===== src/rtl/spread_pkg.sv =====
// Purpose: shared constants and types for the spread-spectrum generator
// Assumes: 250 MHz system clock, 25 MHz reference, AHB-Lite register bus
// Notes:   byte presets are packed with the first config byte in the MSBs
package spread_pkg;
    // ------------------------------------------------------------
    // clocking and modulation timing
    // ------------------------------------------------------------
    localparam int SYS_CLK_KHZ = 250000;
    localparam int MOD_RATE_KHZ = 25;
    localparam int MOD_HALF_CYC = SYS_CLK_KHZ / MOD_RATE_KHZ / 2;
    localparam int REF_CLK_MHZ = 25;
    localparam int CMU_CLK_MHZ = 6000;
    localparam logic [7:0] CMU_MULT = 8'(CMU_CLK_MHZ / REF_CLK_MHZ);
    localparam int PHASE_W = 10;
    localparam int ACC_W = 32;

    // ------------------------------------------------------------
    // spread levels
    // ------------------------------------------------------------
    localparam int NUM_CHAN = 3;
    localparam int NUM_LEVELS = 5;
    localparam int CFG_BYTES = 8;
    typedef logic [11:0] ppm_t;
    localparam ppm_t MAX_PPM = 12'h9E2;
    localparam logic [63:0] PRESET_CFG [NUM_LEVELS] = '{
        64'h0307_C902_F901_0000, 64'h0306_AB00_6307_0000,
        64'h0303_AB00_6307_0000, 64'h0301_F900_2C05_0000,
        64'h0301_AB00_6307_0000};
    localparam ppm_t PRESET_PPM [NUM_LEVELS] = '{
        12'h10C, 12'h244, 12'h3CA, 12'h6D6, 12'h9E2};

    // ------------------------------------------------------------
    // register map
    // ------------------------------------------------------------
    localparam logic [3:0] CTRL_IDX = 4'h8;
    localparam logic [3:0] STAT_IDX = 4'h9;
    localparam logic [1:0] GLOBAL_CH = 2'h3;
    localparam logic [5:0] LINK_RST_OFS = 6'h00;
    localparam int EN_BIT = 0;
    localparam int RST_BIT = 0;
    localparam int LVL_LSB = 4;
    localparam logic [7:0] CTRL_RESET = 8'h00;
    localparam logic [7:0] CFG_RESET = 8'h00;
    localparam logic [1:0] HTRANS_NONSEQ = 2'h2;
    localparam logic HRESP_OKAY = 1'h0;

    // ------------------------------------------------------------
    // carriers
    // ------------------------------------------------------------
    typedef enum {CH_FWD, CH_REV, CH_CAM} chan_t;
    typedef struct packed {
        logic enable;
        ppm_t ppm;
    } genCfg_t;
    typedef struct packed {
        logic active;
        ppm_t gain;
    } genStat_t;
endpackage : spread_pkg


===== src/rtl/spread_gen.sv =====
// Purpose: one triangle-profile phase command generator
// Assumes: cfg comes from registers on the same clock
// Notes:   gain slews one step a cycle so the spread never jumps
`timescale 1ns/1ns
module spread_gen
    import spread_pkg::*;
#(
    parameter int HALF_CYC = MOD_HALF_CYC
) (
    // clock and reset
    input wire logic clk_sys,
    input wire logic rst_b,
    // configuration in
    input genCfg_t cfg,
    // phase command and state out
    output logic [PHASE_W-1:0] phaseCmd,
    output genStat_t stat
);
    localparam int TRI_W = $clog2(HALF_CYC) + 1;
    localparam int PRD_W = TRI_W + 13;
    localparam logic signed [TRI_W-1:0] TRI_LIM = TRI_W'(HALF_CYC / 2);

    logic signed [TRI_W-1:0] tri_q, tri_d;
    logic up_q, up_d;
    ppm_t gain_q, gain_d, target;
    logic [ACC_W-1:0] phase_q, phase_d;
    logic signed [PRD_W-1:0] freq;

    // triangle, gain slew and quadratic phase accumulation
    always_comb begin
        up_d = up_q;
        tri_d = up_q ? TRI_W'(tri_q + 1) : TRI_W'(tri_q - 1);
        if (tri_d == TRI_LIM) up_d = 1'b0;
        if (tri_d == -TRI_LIM) up_d = 1'b1;
        target = (cfg.enable && cfg.ppm <= MAX_PPM) ? cfg.ppm : '0;
        gain_d = gain_q;
        if (gain_q < target) gain_d = ppm_t'(gain_q + 1);
        else if (gain_q > target) gain_d = ppm_t'(gain_q - 1);
        freq = PRD_W'(tri_q) * $signed({1'b0, gain_q});
        phase_d = ACC_W'(phase_q + ACC_W'(freq));
    end

    // state registers
    always_ff @(posedge clk_sys or negedge rst_b) begin
        if (!rst_b) begin
            tri_q <= '0;
            up_q <= 1'b1;
            gain_q <= '0;
            phase_q <= '0;
        end else begin
            tri_q <= tri_d;
            up_q <= up_d;
            gain_q <= gain_d;
            phase_q <= phase_d;
        end
    end

    assign phaseCmd = phase_q[ACC_W-1 -: PHASE_W];
    assign stat = '{active: (gain_q != '0), gain: gain_q};

    // ------------------------------------------------------------
    // checks
    // ------------------------------------------------------------
    logic [TRI_W+1:0] perCnt_q;
    logic seenPeak_q;
    always_ff @(posedge clk_sys or negedge rst_b) begin
        if (!rst_b) begin
            perCnt_q <= '0;
            seenPeak_q <= 1'b0;
        end else begin
            perCnt_q <= (tri_q == TRI_LIM) ? '0 : (TRI_W+2)'(perCnt_q + 1);
            if (tri_q == TRI_LIM) seenPeak_q <= 1'b1;
        end
    end

    a_gain_bound: assert property (@(posedge clk_sys) disable iff (!rst_b)
        gain_q <= MAX_PPM) else $error("spread above limit");
    a_gain_slew: assert property (@(posedge clk_sys) disable iff (!rst_b)
        ##1 (gain_q == $past(gain_q) || gain_q == $past(gain_q) + 1 ||
        gain_q == $past(gain_q) - 1)) else $error("gain jumped");
    a_phase_step: assert property (@(posedge clk_sys) disable iff (!rst_b)
        ##1 phase_q == ACC_W'($past(phase_q) + ACC_W'($past(freq))))
        else $error("phase not accumulated");
    a_mod_period: assert property (@(posedge clk_sys) disable iff (!rst_b)
        (tri_q == TRI_LIM && seenPeak_q) |->
        perCnt_q == (TRI_W+2)'(2 * HALF_CYC - 1))
        else $error("modulation period wrong");
    a_stop_drain: assert property (@(posedge clk_sys) disable iff (!rst_b)
        (!cfg.enable && gain_q != '0) |=> gain_q == $past(gain_q) - 1)
        else $error("gain not draining");
    c_full_spread: cover property (@(posedge clk_sys) disable iff (!rst_b)
        gain_q == MAX_PPM);
    c_drain_done: cover property (@(posedge clk_sys) disable iff (!rst_b)
        !cfg.enable ##1 stat.active ##1 !stat.active);
endmodule : spread_gen


===== src/rtl/spread_top.sv =====
// Purpose: AHB-Lite register file and three spread generators
// Assumes: single word transfers, role pin from outside the clock domain
// Notes:   reads take one wait state, writes none
//
// How it works
// - five levels, all at 25 kHz triangle
// - quadratic phase commands steer 6 GHz interpolator
// - control bit zero starts and stops modulation
// - transmit end drives forward, receive end reverse
// - spread never exceeds 2530 ppm
// - each level picked by eight fixed bytes
// - no abrupt phase steps on level or enable change; a role change switches channel at once
// - forward, reverse, camera reference configured independently
// - clocks multiplied from 25 MHz, source independent
// - self-clearing link reset keeps register contents
`timescale 1ns/1ns
module spread_top
    import spread_pkg::*;
#(
    parameter int HALF_CYC = MOD_HALF_CYC
) (
    // clock and reset
    input wire logic clk_sys,
    input wire logic rst_b,
    // AHB-Lite slave
    input wire logic hsel,
    input wire logic [31:0] haddr,
    input wire logic [1:0] htrans,
    input wire logic hwrite,
    input wire logic [2:0] hsize,
    input wire logic [31:0] hwdata,
    input wire logic hready,
    output logic hreadyout,
    output logic hresp,
    output logic [31:0] hrdata,
    // device role strap pin, high on the transmitting end
    input wire logic roleTxPin,
    // phase commands and link control
    output logic [PHASE_W-1:0] serialTxPhase,
    output logic [PHASE_W-1:0] camRefPhase,
    output logic [7:0] cmuMult,
    output logic linkResetPulse
);
    // ------------------------------------------------------------
    // role pin synchroniser
    // ------------------------------------------------------------
    logic [2:0] roleSync_q, roleSync_d;
    logic roleTx_q, roleTx_d;

    // three-stage sync, change accepted when stages two and three agree
    always_comb begin
        roleSync_d = {roleSync_q[1:0], roleTxPin};
        roleTx_d = (roleSync_q[1] == roleSync_q[2]) ? roleSync_q[2]
                                                    : roleTx_q;
    end

    always_ff @(posedge clk_sys or negedge rst_b) begin
        if (!rst_b) begin
            roleSync_q <= '0;
            roleTx_q <= 1'b0;
        end else begin
            roleSync_q <= roleSync_d;
            roleTx_q <= roleTx_d;
        end
    end

    // ------------------------------------------------------------
    // AHB-Lite bus phases
    // ------------------------------------------------------------
    logic apValid_q, apValid_d;
    logic apWrite_q, apWrite_d;
    logic [31:0] apAddr_q, apAddr_d;
    logic rdDone_q, rdDone_d;
    logic [31:0] rdData_q, rdData_d;
    logic wrStb;
    logic [1:0] apCh;
    logic [3:0] apIdx;
    logic apHit;

    assign apCh = apAddr_q[7:6];
    assign apIdx = apAddr_q[5:2];
    assign apHit = (apAddr_q[31:8] == '0) && (apAddr_q[1:0] == '0);
    assign wrStb = apValid_q && apWrite_q;

    // capture address phase, one wait state on reads
    always_comb begin
        apValid_d = apValid_q;
        apWrite_d = apWrite_q;
        apAddr_d = apAddr_q;
        if (hready) begin
            apValid_d = hsel && (htrans == HTRANS_NONSEQ);
            apWrite_d = hwrite;
            apAddr_d = haddr;
        end
        rdDone_d = apValid_q && !apWrite_q && !rdDone_q;
    end

    always_ff @(posedge clk_sys or negedge rst_b) begin
        if (!rst_b) begin
            apValid_q <= 1'b0;
            apWrite_q <= 1'b0;
            apAddr_q <= '0;
            rdDone_q <= 1'b0;
        end else begin
            apValid_q <= apValid_d;
            apWrite_q <= apWrite_d;
            apAddr_q <= apAddr_d;
            rdDone_q <= rdDone_d;
        end
    end

    assign hreadyout = !(apValid_q && !apWrite_q && !rdDone_q);
    assign hresp = HRESP_OKAY;
    assign hrdata = rdData_q;

    // ------------------------------------------------------------
    // register file
    // ------------------------------------------------------------
    logic [7:0] cfg_q [NUM_CHAN][CFG_BYTES];
    logic [7:0] cfg_d [NUM_CHAN][CFG_BYTES];
    logic [7:0] ctrl_q [NUM_CHAN];
    logic [7:0] ctrl_d [NUM_CHAN];
    logic linkRst_q, linkRst_d;
    genStat_t gStat [NUM_CHAN];
    logic [2:0] level [NUM_CHAN];

    // byte writes to config, control and link reset
    always_comb begin
        cfg_d = cfg_q;
        ctrl_d = ctrl_q;
        linkRst_d = 1'b0; // self-clearing
        if (wrStb && apHit) begin
            if (apCh == GLOBAL_CH) begin
                if (apAddr_q[5:0] == LINK_RST_OFS)
                    linkRst_d = hwdata[RST_BIT];
            end else if (apIdx == CTRL_IDX) begin
                ctrl_d[apCh] = hwdata[7:0];
            end else if (apIdx < CTRL_IDX) begin
                cfg_d[apCh][apIdx[2:0]] = hwdata[7:0];
            end
        end
    end

    // read mux, unmapped and reserved read as zero
    always_comb begin
        rdData_d = rdData_q;
        if (rdDone_d) begin
            rdData_d = '0;
            if (apHit && apCh != GLOBAL_CH) begin
                if (apIdx < CTRL_IDX)
                    rdData_d[7:0] = cfg_q[apCh][apIdx[2:0]];
                else if (apIdx == CTRL_IDX)
                    rdData_d[7:0] = ctrl_q[apCh];
                else if (apIdx == STAT_IDX)
                    rdData_d[7:0] = {1'b0, level[apCh], 3'h0,
                                     gStat[apCh].active};
            end
        end
    end

    // registers keep contents across link reset
    always_ff @(posedge clk_sys or negedge rst_b) begin
        if (!rst_b) begin
            for (int c = 0; c < NUM_CHAN; c++) begin
                ctrl_q[c] <= CTRL_RESET;
                for (int b = 0; b < CFG_BYTES; b++)
                    cfg_q[c][b] <= CFG_RESET;
            end
            linkRst_q <= 1'b0;
            rdData_q <= '0;
        end else begin
            cfg_q <= cfg_d;
            ctrl_q <= ctrl_d;
            linkRst_q <= linkRst_d;
            rdData_q <= rdData_d;
        end
    end

    // ------------------------------------------------------------
    // per-channel preset decode and generator
    // ------------------------------------------------------------
    logic [PHASE_W-1:0] chPhase [NUM_CHAN];
    genCfg_t gCfg [NUM_CHAN];

    for (genvar c = 0; c < NUM_CHAN; c++) begin : g_chan
        logic [63:0] bytesFlat;
        ppm_t ppm;
        logic [2:0] lvl;

        // match written bytes against the fixed presets
        always_comb begin
            bytesFlat = '0;
            for (int b = 0; b < CFG_BYTES; b++)
                bytesFlat[63-8*b -: 8] = cfg_q[c][b];
            ppm = '0;
            lvl = '0;
            for (int l = 0; l < NUM_LEVELS; l++) begin
                if (bytesFlat == PRESET_CFG[l]) begin
                    ppm = PRESET_PPM[l];
                    lvl = 3'(l + 1);
                end
            end
        end

        assign level[c] = lvl;
        assign gCfg[c] = '{enable: ctrl_q[c][EN_BIT], ppm: ppm};

        spread_gen #(.HALF_CYC(HALF_CYC)) u_gen (
            .clk_sys(clk_sys),
            .rst_b(rst_b),
            .cfg(gCfg[c]),
            .phaseCmd(chPhase[c]),
            .stat(gStat[c])
        );

        a_level_map: assert property (@(posedge clk_sys) disable iff (!rst_b)
            bytesFlat == PRESET_CFG[NUM_LEVELS-1] |-> ppm == MAX_PPM)
            else $error("top preset not decoded");
    end

    // ------------------------------------------------------------
    // output routing
    // ------------------------------------------------------------
    logic [PHASE_W-1:0] txPhase_q, txPhase_d;
    logic [PHASE_W-1:0] camPhase_q, camPhase_d;

    // transmit end sends forward settings, receive end reverse
    always_comb begin
        txPhase_d = roleTx_q ? chPhase[CH_FWD] : chPhase[CH_REV];
        camPhase_d = chPhase[CH_CAM];
    end

    always_ff @(posedge clk_sys or negedge rst_b) begin
        if (!rst_b) begin
            txPhase_q <= '0;
            camPhase_q <= '0;
        end else begin
            txPhase_q <= txPhase_d;
            camPhase_q <= camPhase_d;
        end
    end

    assign serialTxPhase = txPhase_q;
    assign camRefPhase = camPhase_q;
    assign cmuMult = CMU_MULT; // fixed, no source select
    assign linkResetPulse = linkRst_q;

    // ------------------------------------------------------------
    // checks
    // ------------------------------------------------------------
    a_rst_oneshot: assert property (@(posedge clk_sys) disable iff (!rst_b)
        linkResetPulse |=> !linkResetPulse)
        else $error("link reset not one cycle");
    a_rst_cause: assert property (@(posedge clk_sys) disable iff (!rst_b)
        (wrStb && apHit && apCh == GLOBAL_CH && apAddr_q[5:0] == LINK_RST_OFS
        && hwdata[RST_BIT]) |=> linkResetPulse)
        else $error("link reset write lost");
    a_role_route: assert property (@(posedge clk_sys) disable iff (!rst_b)
        ##1 serialTxPhase == ($past(roleTx_q) ? $past(chPhase[CH_FWD])
        : $past(chPhase[CH_REV]))) else $error("wrong link phase");
    a_ctrl_start: assert property (@(posedge clk_sys) disable iff (!rst_b)
        (wrStb && apHit && apCh != GLOBAL_CH && apIdx == CTRL_IDX)
        |=> gCfg[$past(apCh)].enable == $past(hwdata[EN_BIT]))
        else $error("enable not applied");
    a_cmu_fixed: assert property (@(posedge clk_sys) disable iff (!rst_b)
        cmuMult == 8'(CMU_CLK_MHZ / REF_CLK_MHZ))
        else $error("multiplier changed");
    c_read_wait: cover property (@(posedge clk_sys) disable iff (!rst_b)
        !hreadyout ##1 hreadyout);
    c_link_reset: cover property (@(posedge clk_sys) disable iff (!rst_b)
        linkResetPulse);
endmodule : spread_top

===== config.mk =====
export PLATFORM = sky130hd
export DESIGN_NAME = spread_top
export DESIGN_NICKNAME = d
export VERILOG_FILES = /design/src/rtl/spread_pkg.sv /design/src/rtl/spread_gen.sv /design/src/rtl/spread_top.sv
export SDC_FILE = /design/constraint.sdc
export NUM_CORES = 2
export LEC_CHECK = 0
export ABC_CLOCK_PERIOD_IN_PS = 7700
export BUFFER_PORTS_ARGS = -buffer_cell sky130_fd_sc_hd__buf_2
export CAP_MARGIN = 20
export CORE_MARGIN = 3
export CORE_UTILIZATION = 48
export DETAILED_ROUTE_END_ITERATION = 10
export PLACE_DENSITY = 0.67
export REMOVE_ABC_BUFFERS = 1
export SLEW_MARGIN = 20
export SYNTH_ARGS = -nofsm -noshare
export SYNTH_HDL_FRONTEND = slang
export SYNTH_SLANG_ARGS = --single-unit

===== constraint.sdc =====
create_clock -name clk_sys -period 7.7 [get_ports clk_sys]
set_input_delay 0.385 -clock clk_sys [delete_from_list [all_inputs] [get_ports clk_sys]]
set_output_delay 0.385 -clock clk_sys [all_outputs]
set_load 0.02 [all_outputs]

### After elaboration in Yosys (flattened, before gate mapping)

Cells that the tools add are included.

| operators by class | value |
|---|---|
| equality and inequality tests | 27 |
| $mul | 3 |
| bitwise operators | 4 |
| $add $sub $neg | 15 |
| $lt $le $gt $ge | 14 |
| reductions and logical operators | 29 |
| muxes and demuxes | 79 |

Operators with widths:

| cell | number |
|---|---|
| equality test 64 x 58 -> 1 bit, second input constant | 15 |
| 2-to-1 mux 12 bit | 19 |
| bitwise mux 192 bit | 1 |
| 2-to-1 mux 64 bit | 3 |
| binary-select mux 64 bit (select 2 bit) | 1 |
| demux 64 bit (select 2 bit) | 1 |
| adder 32 bit | 3 |
| equality test 14 x 13 -> 1 bit, second input constant | 6 |
| multiplier 14 x 13 -> 27 bit | 3 |
| 2-to-1 mux 8 bit | 9 |
| adder 14 x 2 -> 14 bit, second input constant | 3 |
| 2-to-1 mux 14 bit | 3 |
| subtractor 14 x 2 -> 14 bit, second input constant | 3 |
| adder 12 x 1 -> 12 bit, second input constant | 3 |
| greater-than comparator 12 bit | 3 |
| <= comparator 12 bit, second input constant | 3 |
| less-than comparator 12 bit | 3 |
| 2-to-1 mux 3 bit | 12 |
| nonzero test 12 bit | 3 |
| subtractor 12 x 1 -> 12 bit, second input constant | 3 |
| 2-to-1 mux 10 bit | 3 |
| 2-to-1 mux 9 bit | 3 |
| binary-select mux 13 bit (select 2 bit) | 1 |
| 2-to-1 mux 13 bit | 2 |
| 29 further kinds | 62 |

| storage, ports and cells | value |
|---|---|
| register bits | 461 |
| input bits | 75 |
| logic and storage cells | 220 |
| output and inout port bits | 63 |

### Longest topological paths before layout

| logic depth | value |
|---|---|
| word-level depth | 13 |
| depth in mapped cells | 31 |
| gate-level depth less buffers | 30 |

### Hierarchy

From an unflattened synthesis, not the netlist that was laid out.

| unflattened totals | value |
|---|---|
| cell total of the unflattened synthesis | 4923 |
| area total of the unflattened synthesis | 47551.9 um^2 |

Modules (own cells, without submodules):

| module | instances | area an instance (um^2) | cells each | seq. area each (um^2) |
|---|---|---|---|---|
| spread_top | 1 | 13984.7 | 1154 | 7106.8 |
| spread_gen (g_chan[0].u_gen) | 1 | 11225.8 | 1259 | 1477.7 |
| spread_gen (g_chan[1].u_gen) | 1 | 11213.3 | 1273 | 1477.7 |
| spread_gen (g_chan[2].u_gen) | 1 | 11128.2 | 1237 | 1477.7 |

### Worst setup path before layout

Ideal clock, no wire load.

| timing path | value |
|---|---|
| path type | register to register |
| start point | register g_chan[1].u_gen.gain_q[1] |
| end point | register g_chan[1].u_gen.phase_q[30] |
| library setup time | 0.066 ns |
| cell stages (with the launch flop) | 31 |
| setup slack | 0.492 ns |
| clock period less this slack | 7.208 ns |
| arrival | 7.142 ns |
| buffers on the path | 2 |
| required time | 7.634 ns |
| path through | dfrtp_1 -> clkbuf_1 -> and2_1 -> fa_1 -> inv_1 -> fa_1 -> inv_1 -> fa_1 -> inv_1 -> fa_1 -> fa_1 -> inv_1 -> ha_1 -> o21a_1 -> a21oi_1 -> o21ai_0 -> a21oi_1 -> o21bai_1 -> a21oi_1 -> xnor2_1 -> ha_1 -> clkbuf_1 -> a21o_1 -> a21o_1 -> a221oi_1 -> o22ai_2 -> a311oi_2 -> a31oi_1 -> or4_4 -> a211o_1 -> nand3_2 |

| between the ends | value |
|---|---|
| longest elaborated chain between the ends | 2 |

RTL lines:

| item | RTL line | source |
|---|---|---|
| from (decl) | spread_gen.sv:25 | `ppm_t gain_q, gain_d, target;` |
| from (signal assigned) | spread_gen.sv:53 | `gain_q <= gain_d;` |
| multiplier 14 x 13 -> 27 bit | spread_gen.sv:39 | `freq = PRD_W'(tri_q) * $signed({1'b0, gain_q});` |
| adder 32 bit | spread_gen.sv:40 | `phase_d = ACC_W'(phase_q + ACC_W'(freq));` |
| named net g_chan[1].u_gen.phase_d[30] | spread_gen.sv:26 | `logic [ACC_W-1:0] phase_q, phase_d;` |
| to (signal assigned) | spread_gen.sv:54 | `phase_q <= phase_d;` |
| to (decl) | spread_gen.sv:26 |  |

The timed path passes the listed nets, and every way through them passes these cells.
A chain may end at the register's enable or synchronous reset.

### Final worst setup path

| timing path | value |
|---|---|
| start point | register g_chan[1].u_gen.tri_q[7] |
| end point | register g_chan[1].u_gen.phase_q[30] |

| between the ends | value |
|---|---|
| longest elaborated chain between the ends | 2 |

RTL lines:

| item | RTL line | source |
|---|---|---|
| from (decl) | spread_gen.sv:23 | `logic signed [TRI_W-1:0] tri_q, tri_d;` |
| from (signal assigned) | spread_gen.sv:51 | `tri_q <= tri_d;` |
| multiplier 14 x 13 -> 27 bit | spread_gen.sv:39 |  |
| adder 32 bit | spread_gen.sv:40 |  |
| named net g_chan[1].u_gen.phase_d[30] | spread_gen.sv:26 |  |

The timed path passes the listed nets, and every way through them passes these cells.

==> impl_metrics.sql <==
INSERT INTO impl_metrics (metric_group, metric, value, unit) VALUES
('final_layout', 'final_stage_net_count', '5851', ''),
('power', 'power.leakage', '0.0253', 'uW'),
('clocking', 'cts-root-to-sink-buffers', '3', ''),
('global_route', 'antenna_violations_before_repair', '2', ''),
('synth', 'syn-cell-area', '46400', 'um^2'),
('floorplanning', 'num_io_pins', '138', ''),
('placed_design', 'io_buffer_count', '77', ''),
('setup_path', 'r2r_slack', '0.30', 'ns'),
('worst_hold_path', 'hold_path.startpoint', 'hready', ''),
('timing', 'report.final.hold_viol_count', '0', ''),
('global_route', 'global_route.usage.total', '21.2', '%'),
('placed_design', 'dpl_cell_area', '48300', 'um^2'),
('timing', 'final_worst_path_period_need', '7.40', 'ns'),
('timing', 'finalSetupTns', '0', 'ns'),
('clocking', 'clock-sinks', '461', ''),
('worst_hold_path', 'hold-path-cell-count', '3', ''),
('floorplanning', 'core.rowCount', '113', ''),
('clocking', 'postCtsSetupBuffers', '0', ''),
('clocking', 'tritoncts', 'built', ''),
('clocking', 'clk_root_buffer_cell', 'sky130_fd_sc_hd__clkbuf_16', ''),
('floorplanning', 'die_area', '100000', 'um^2'),
('drt', 'drt_first_pass_iters', '6', ''),
('setup_path', 'r2r_start', 'g_chan[1].u_gen.tri_q[7]$_DFF_PN0_', ''),
('setup_path', 'reg2reg_depth', '29', ''),
('placed_design', 'detailedPlace.worstSlack', '0.173', 'ns'),
('run_status', 'outcome', 'completed', ''),
('synth', 'synth-adder-area-share', '31.2', '%'),
('timing', 'final-max-slew-violation-count', '0', ''),
('timing', 'achievable-frequency', '135', 'MHz'),
('power', 'max-vdd-ir-drop', '0.000216', 'V'),
('worst_hold_path', 'min-delay-path-class', 'primary input to register', ''),
('final_layout', 'layout.cells.most_common_list', '766 x sky130_fd_sc_hd__inv_1, 481 x sky130_fd_sc_hd__fa_1, 446 x sky130_fd_sc_hd__nand2_1', ''),
('clocking', 'htree_levels', '2', ''),
('synth', 'synth-compound-area-share', '10.2', '%'),
('timing', 'remaining_max_slew_budget_at_the_tightest_pin', '34.4', '%'),
('drt', 'average_detailed_routed_wire_length_per_instance', '16.8', 'um'),
('worst_hold_path', 'timing.hold.worst_endpoint', 'apAddr_q[6]$_DFFE_PN0P_', ''),
('synth', 'asyncSetResetFlopFracSynth', '100', '%'),
('global_route', 'grt_start_max_net_pins', '171', ''),
('setup_path', 'slowest_stage', 'sky130_fd_sc_hd__fa_1', ''),
('synth', 'yosysSeqAreaShare', '24.9', '%'),
('final_layout', 'areaGrowthSynthToFinish', '9.22', '%'),
('power', 'power.density', '115', 'nW/um^2'),
('clocking', 'clk_latency', '0.68', 'ns'),
('synth', 'synth_simple_gate_area_share', '13.0', '%'),
('setup_path', 'timing.critical_path.from_type', 'register', ''),
('timing', 'worst_slew_pin_slew', '0.971', 'ns'),
('global_route', 'globalRoute.totalOverflow', '0', ''),
('drt', 'routed-via-count', '33633', ''),
('synth', 'synth_area_per_cell', '9.62', 'um^2'),
('synth', 'post_synth_inst_count', '4823', ''),
('setup_path', 'crit_arrival', '7.94', 'ns'),
('timing', 'finalSetupViolations', '0', ''),
('clocking', 'cts-buffers-inserted', '55', ''),
('drt', 'detail_route.vias_per_cell', '5.41', ''),
('placed_design', 'detailed_place_hpwl', '78700', 'um'),
('synth', 'synth_xor_area_share', '4.28', '%'),
('timing', 'worst_clock_skew', '0.0818', 'ns'),
('drt', 'drc_errors', '0', ''),
('setup_path', 'cpMostUsedCell', 'sky130_fd_sc_hd__fa_1', ''),
('final_layout', 'num-fill-cells', '8566', ''),
('drt', 'detail-route-antenna-nets', '0', ''),
('job', 'cap_violations', '0', ''),
('setup_path', 'worst-setup-path-type', 'register to register', ''),
('floorplanning', 'floorplan.die.width', '317', 'um'),
('synth', 'yosys.cell_types.count', '86', ''),
('floorplanning', 'initial_utilization', '48.6', '%'),
('setup_path', 'crit_path_max_fanout', '11', ''),
('global_route', 'first_global_vias', '34448', ''),
('setup_path', 'reg2reg_to', 'g_chan[1].u_gen.phase_q[30]$_DFF_PN0_', ''),
('final_layout', 'post_route_cells_drive_above_1_share', '12.0', '%');
cells in the mapped netlist (10+ instances only):
master / n / area (um^2)
sky130_fd_sc_hd__buf_4: 34 / 255
sky130_fd_sc_hd__nor2_1: 179 / 672
sky130_fd_sc_hd__inv_1: 766 / 2880
sky130_fd_sc_hd__nor2b_1: 21 / 131
sky130_fd_sc_hd__mux4_2: 10 / 225
sky130_fd_sc_hd__o21bai_1: 45 / 338
sky130_fd_sc_hd__mux2_2: 267 / 3010
sky130_fd_sc_hd__o22ai_1: 11 / 68.8
sky130_fd_sc_hd__xor2_1: 66 / 578
sky130_fd_sc_hd__nor3_1: 43 / 215
sky130_fd_sc_hd__dfrtp_1: 458 / 11500
sky130_fd_sc_hd__o21ai_0: 158 / 791
sky130_fd_sc_hd__mux2i_1: 62 / 621
sky130_fd_sc_hd__xnor2_1: 158 / 1380
sky130_fd_sc_hd__nand2b_1: 21 / 131
sky130_fd_sc_hd__o21a_1: 40 / 300
sky130_fd_sc_hd__clkbuf_1: 148 / 556
sky130_fd_sc_hd__and3_1: 18 / 113
sky130_fd_sc_hd__a21oi_1: 256 / 1280
sky130_fd_sc_hd__fa_1: 483 / 9670
sky130_fd_sc_hd__and2_1: 259 / 1620
sky130_fd_sc_hd__nand2_1: 446 / 1670
sky130_fd_sc_hd__nor4b_1: 14 / 123
sky130_fd_sc_hd__a21o_1: 61 / 458
sky130_fd_sc_hd__a211oi_1: 27 / 203
sky130_fd_sc_hd__o211ai_1: 23 / 173
sky130_fd_sc_hd__a211o_1: 14 / 123
sky130_fd_sc_hd__or2_2: 15 / 93.8
sky130_fd_sc_hd__nand4b_1: 13 / 114
sky130_fd_sc_hd__ha_1: 384 / 4800
sky130_fd_sc_hd__nor4_1: 55 / 344
sky130_fd_sc_hd__a31oi_1: 19 / 119
sky130_fd_sc_hd__buf_1: 17 / 63.8
sky130_fd_sc_hd__nand3_1: 50 / 250
sky130_fd_sc_hd__nand4_1: 31 / 194
stage by stage:
step	hold slack, ns	cells	util [%]
after floorplan	0.0894	4655	-
after global placement	0.335	6080	50.6
after detailed placement	0.344	6080	50.6
after CTS	0.251	6219	53.0
after global routing	0.335	6219	53.1
final	0.319	6220	53.1
worst max-delay path, delay by kind of cell (launching register included):
kind / cells / cell delay (ns)
flops: 1 / 0.40
buf+inv: 5 / 0.38
simple gates: 3 / 0.70
fa+ha+maj: 7 / 3.18
xor+xnor: 1 / 0.21
compound gates: 13 / 2.47
per-layer routing:
metal / GRT usage (%) / part of all wire [%]
met1: 28.9 / 45
met2: 35.2 / 48
met3: 3.29 / 4.8
met4: 5.56 / 2.5
met5: 0 / 0.014
registers in the layout, indices dropped and copies added, names as in the netlist:
signal / count
cfg_q: 192
g_chan.u_gen.phase_q: 96
g_chan.u_gen.tri_q: 42
g_chan.u_gen.gain_q: 36
apAddr_q: 32
ctrl_q: 24
camRefPhase: 10
serialTxPhase: 10
hrdata: 8
g_chan.u_gen.up_q: 3
roleSync_q: 3
apValid_q: 1
apWrite_q: 1
linkResetPulse: 1
rdDone_q: 1
roleTx_q: 1
how the worst max path moves through the flow:
stage / startpoint / endpoint / slack, ns / depth (start not counted)
after floorplan: g_chan[1].u_gen.gain_q[1]$_DFFE_PN0P_ / g_chan[1].u_gen.phase_q[30]$_DFF_PN0_ / 0.66 / 28
after global placement: g_chan[1].u_gen.gain_q[1]$_DFFE_PN0P_ / g_chan[1].u_gen.phase_q[30]$_DFF_PN0_ / 0.26 / 28
after detailed placement: g_chan[1].u_gen.gain_q[2]$_DFFE_PN0P_ / g_chan[1].u_gen.phase_q[30]$_DFF_PN0_ / 0.17 / 28
after CTS: g_chan[1].u_gen.gain_q[5]$_DFFE_PN0P_ / g_chan[1].u_gen.phase_q[30]$_DFF_PN0_ / 0.11 / 26
after global routing: g_chan[0].u_gen.gain_q[1]$_DFFE_PN0P_ / g_chan[0].u_gen.phase_q[31]$_DFF_PN0_ / -0.01 / 30
final: g_chan[1].u_gen.tri_q[7]$_DFF_PN0_ / g_chan[1].u_gen.phase_q[30]$_DFF_PN0_ / 0.30 / 29
power breakdown:
part	switching, uW	leakage [uW]	internal (uW)	total [uW]
registers	78.3	0.00564	2500	2580
logic	271	0.0187	177	447
clock network	1150	0.000946	1680	2830
total	1490	0.0253	4360	5850
final cells by class:
class	count	area, um^2	area share (%)
inverter	767	2880	5.68
sequential	461	11600	22.8
timing repair buffer	197	1400	2.76
tap	1265	1580	3.12
clock buffer	79	1550	3.05
multi-input combinational	3427	31300	61.8
antenna	1	2.50	0.00494
clock inverter	23	417	0.822
timing repair:
item,CTS,global route
gates resized for setup,0,30
hold buffers,37,0
setup endpoints to repair,0,15
endpoints found under the hold margin,121,0
cell families after synthesis:
| logic type | Yosys count |
|---|---|
| AOI/OAI and AO/OA | 753 |
| xor gates and xnor gates | 225 |
| adders and majority gates | 868 |
| buffers and inverters | 966 |
| DFF | 461 |
| muxes | 339 |
| other | 2 |
| and+or+nand+nor | 1209 |
(Power assumes the default switching activity.)
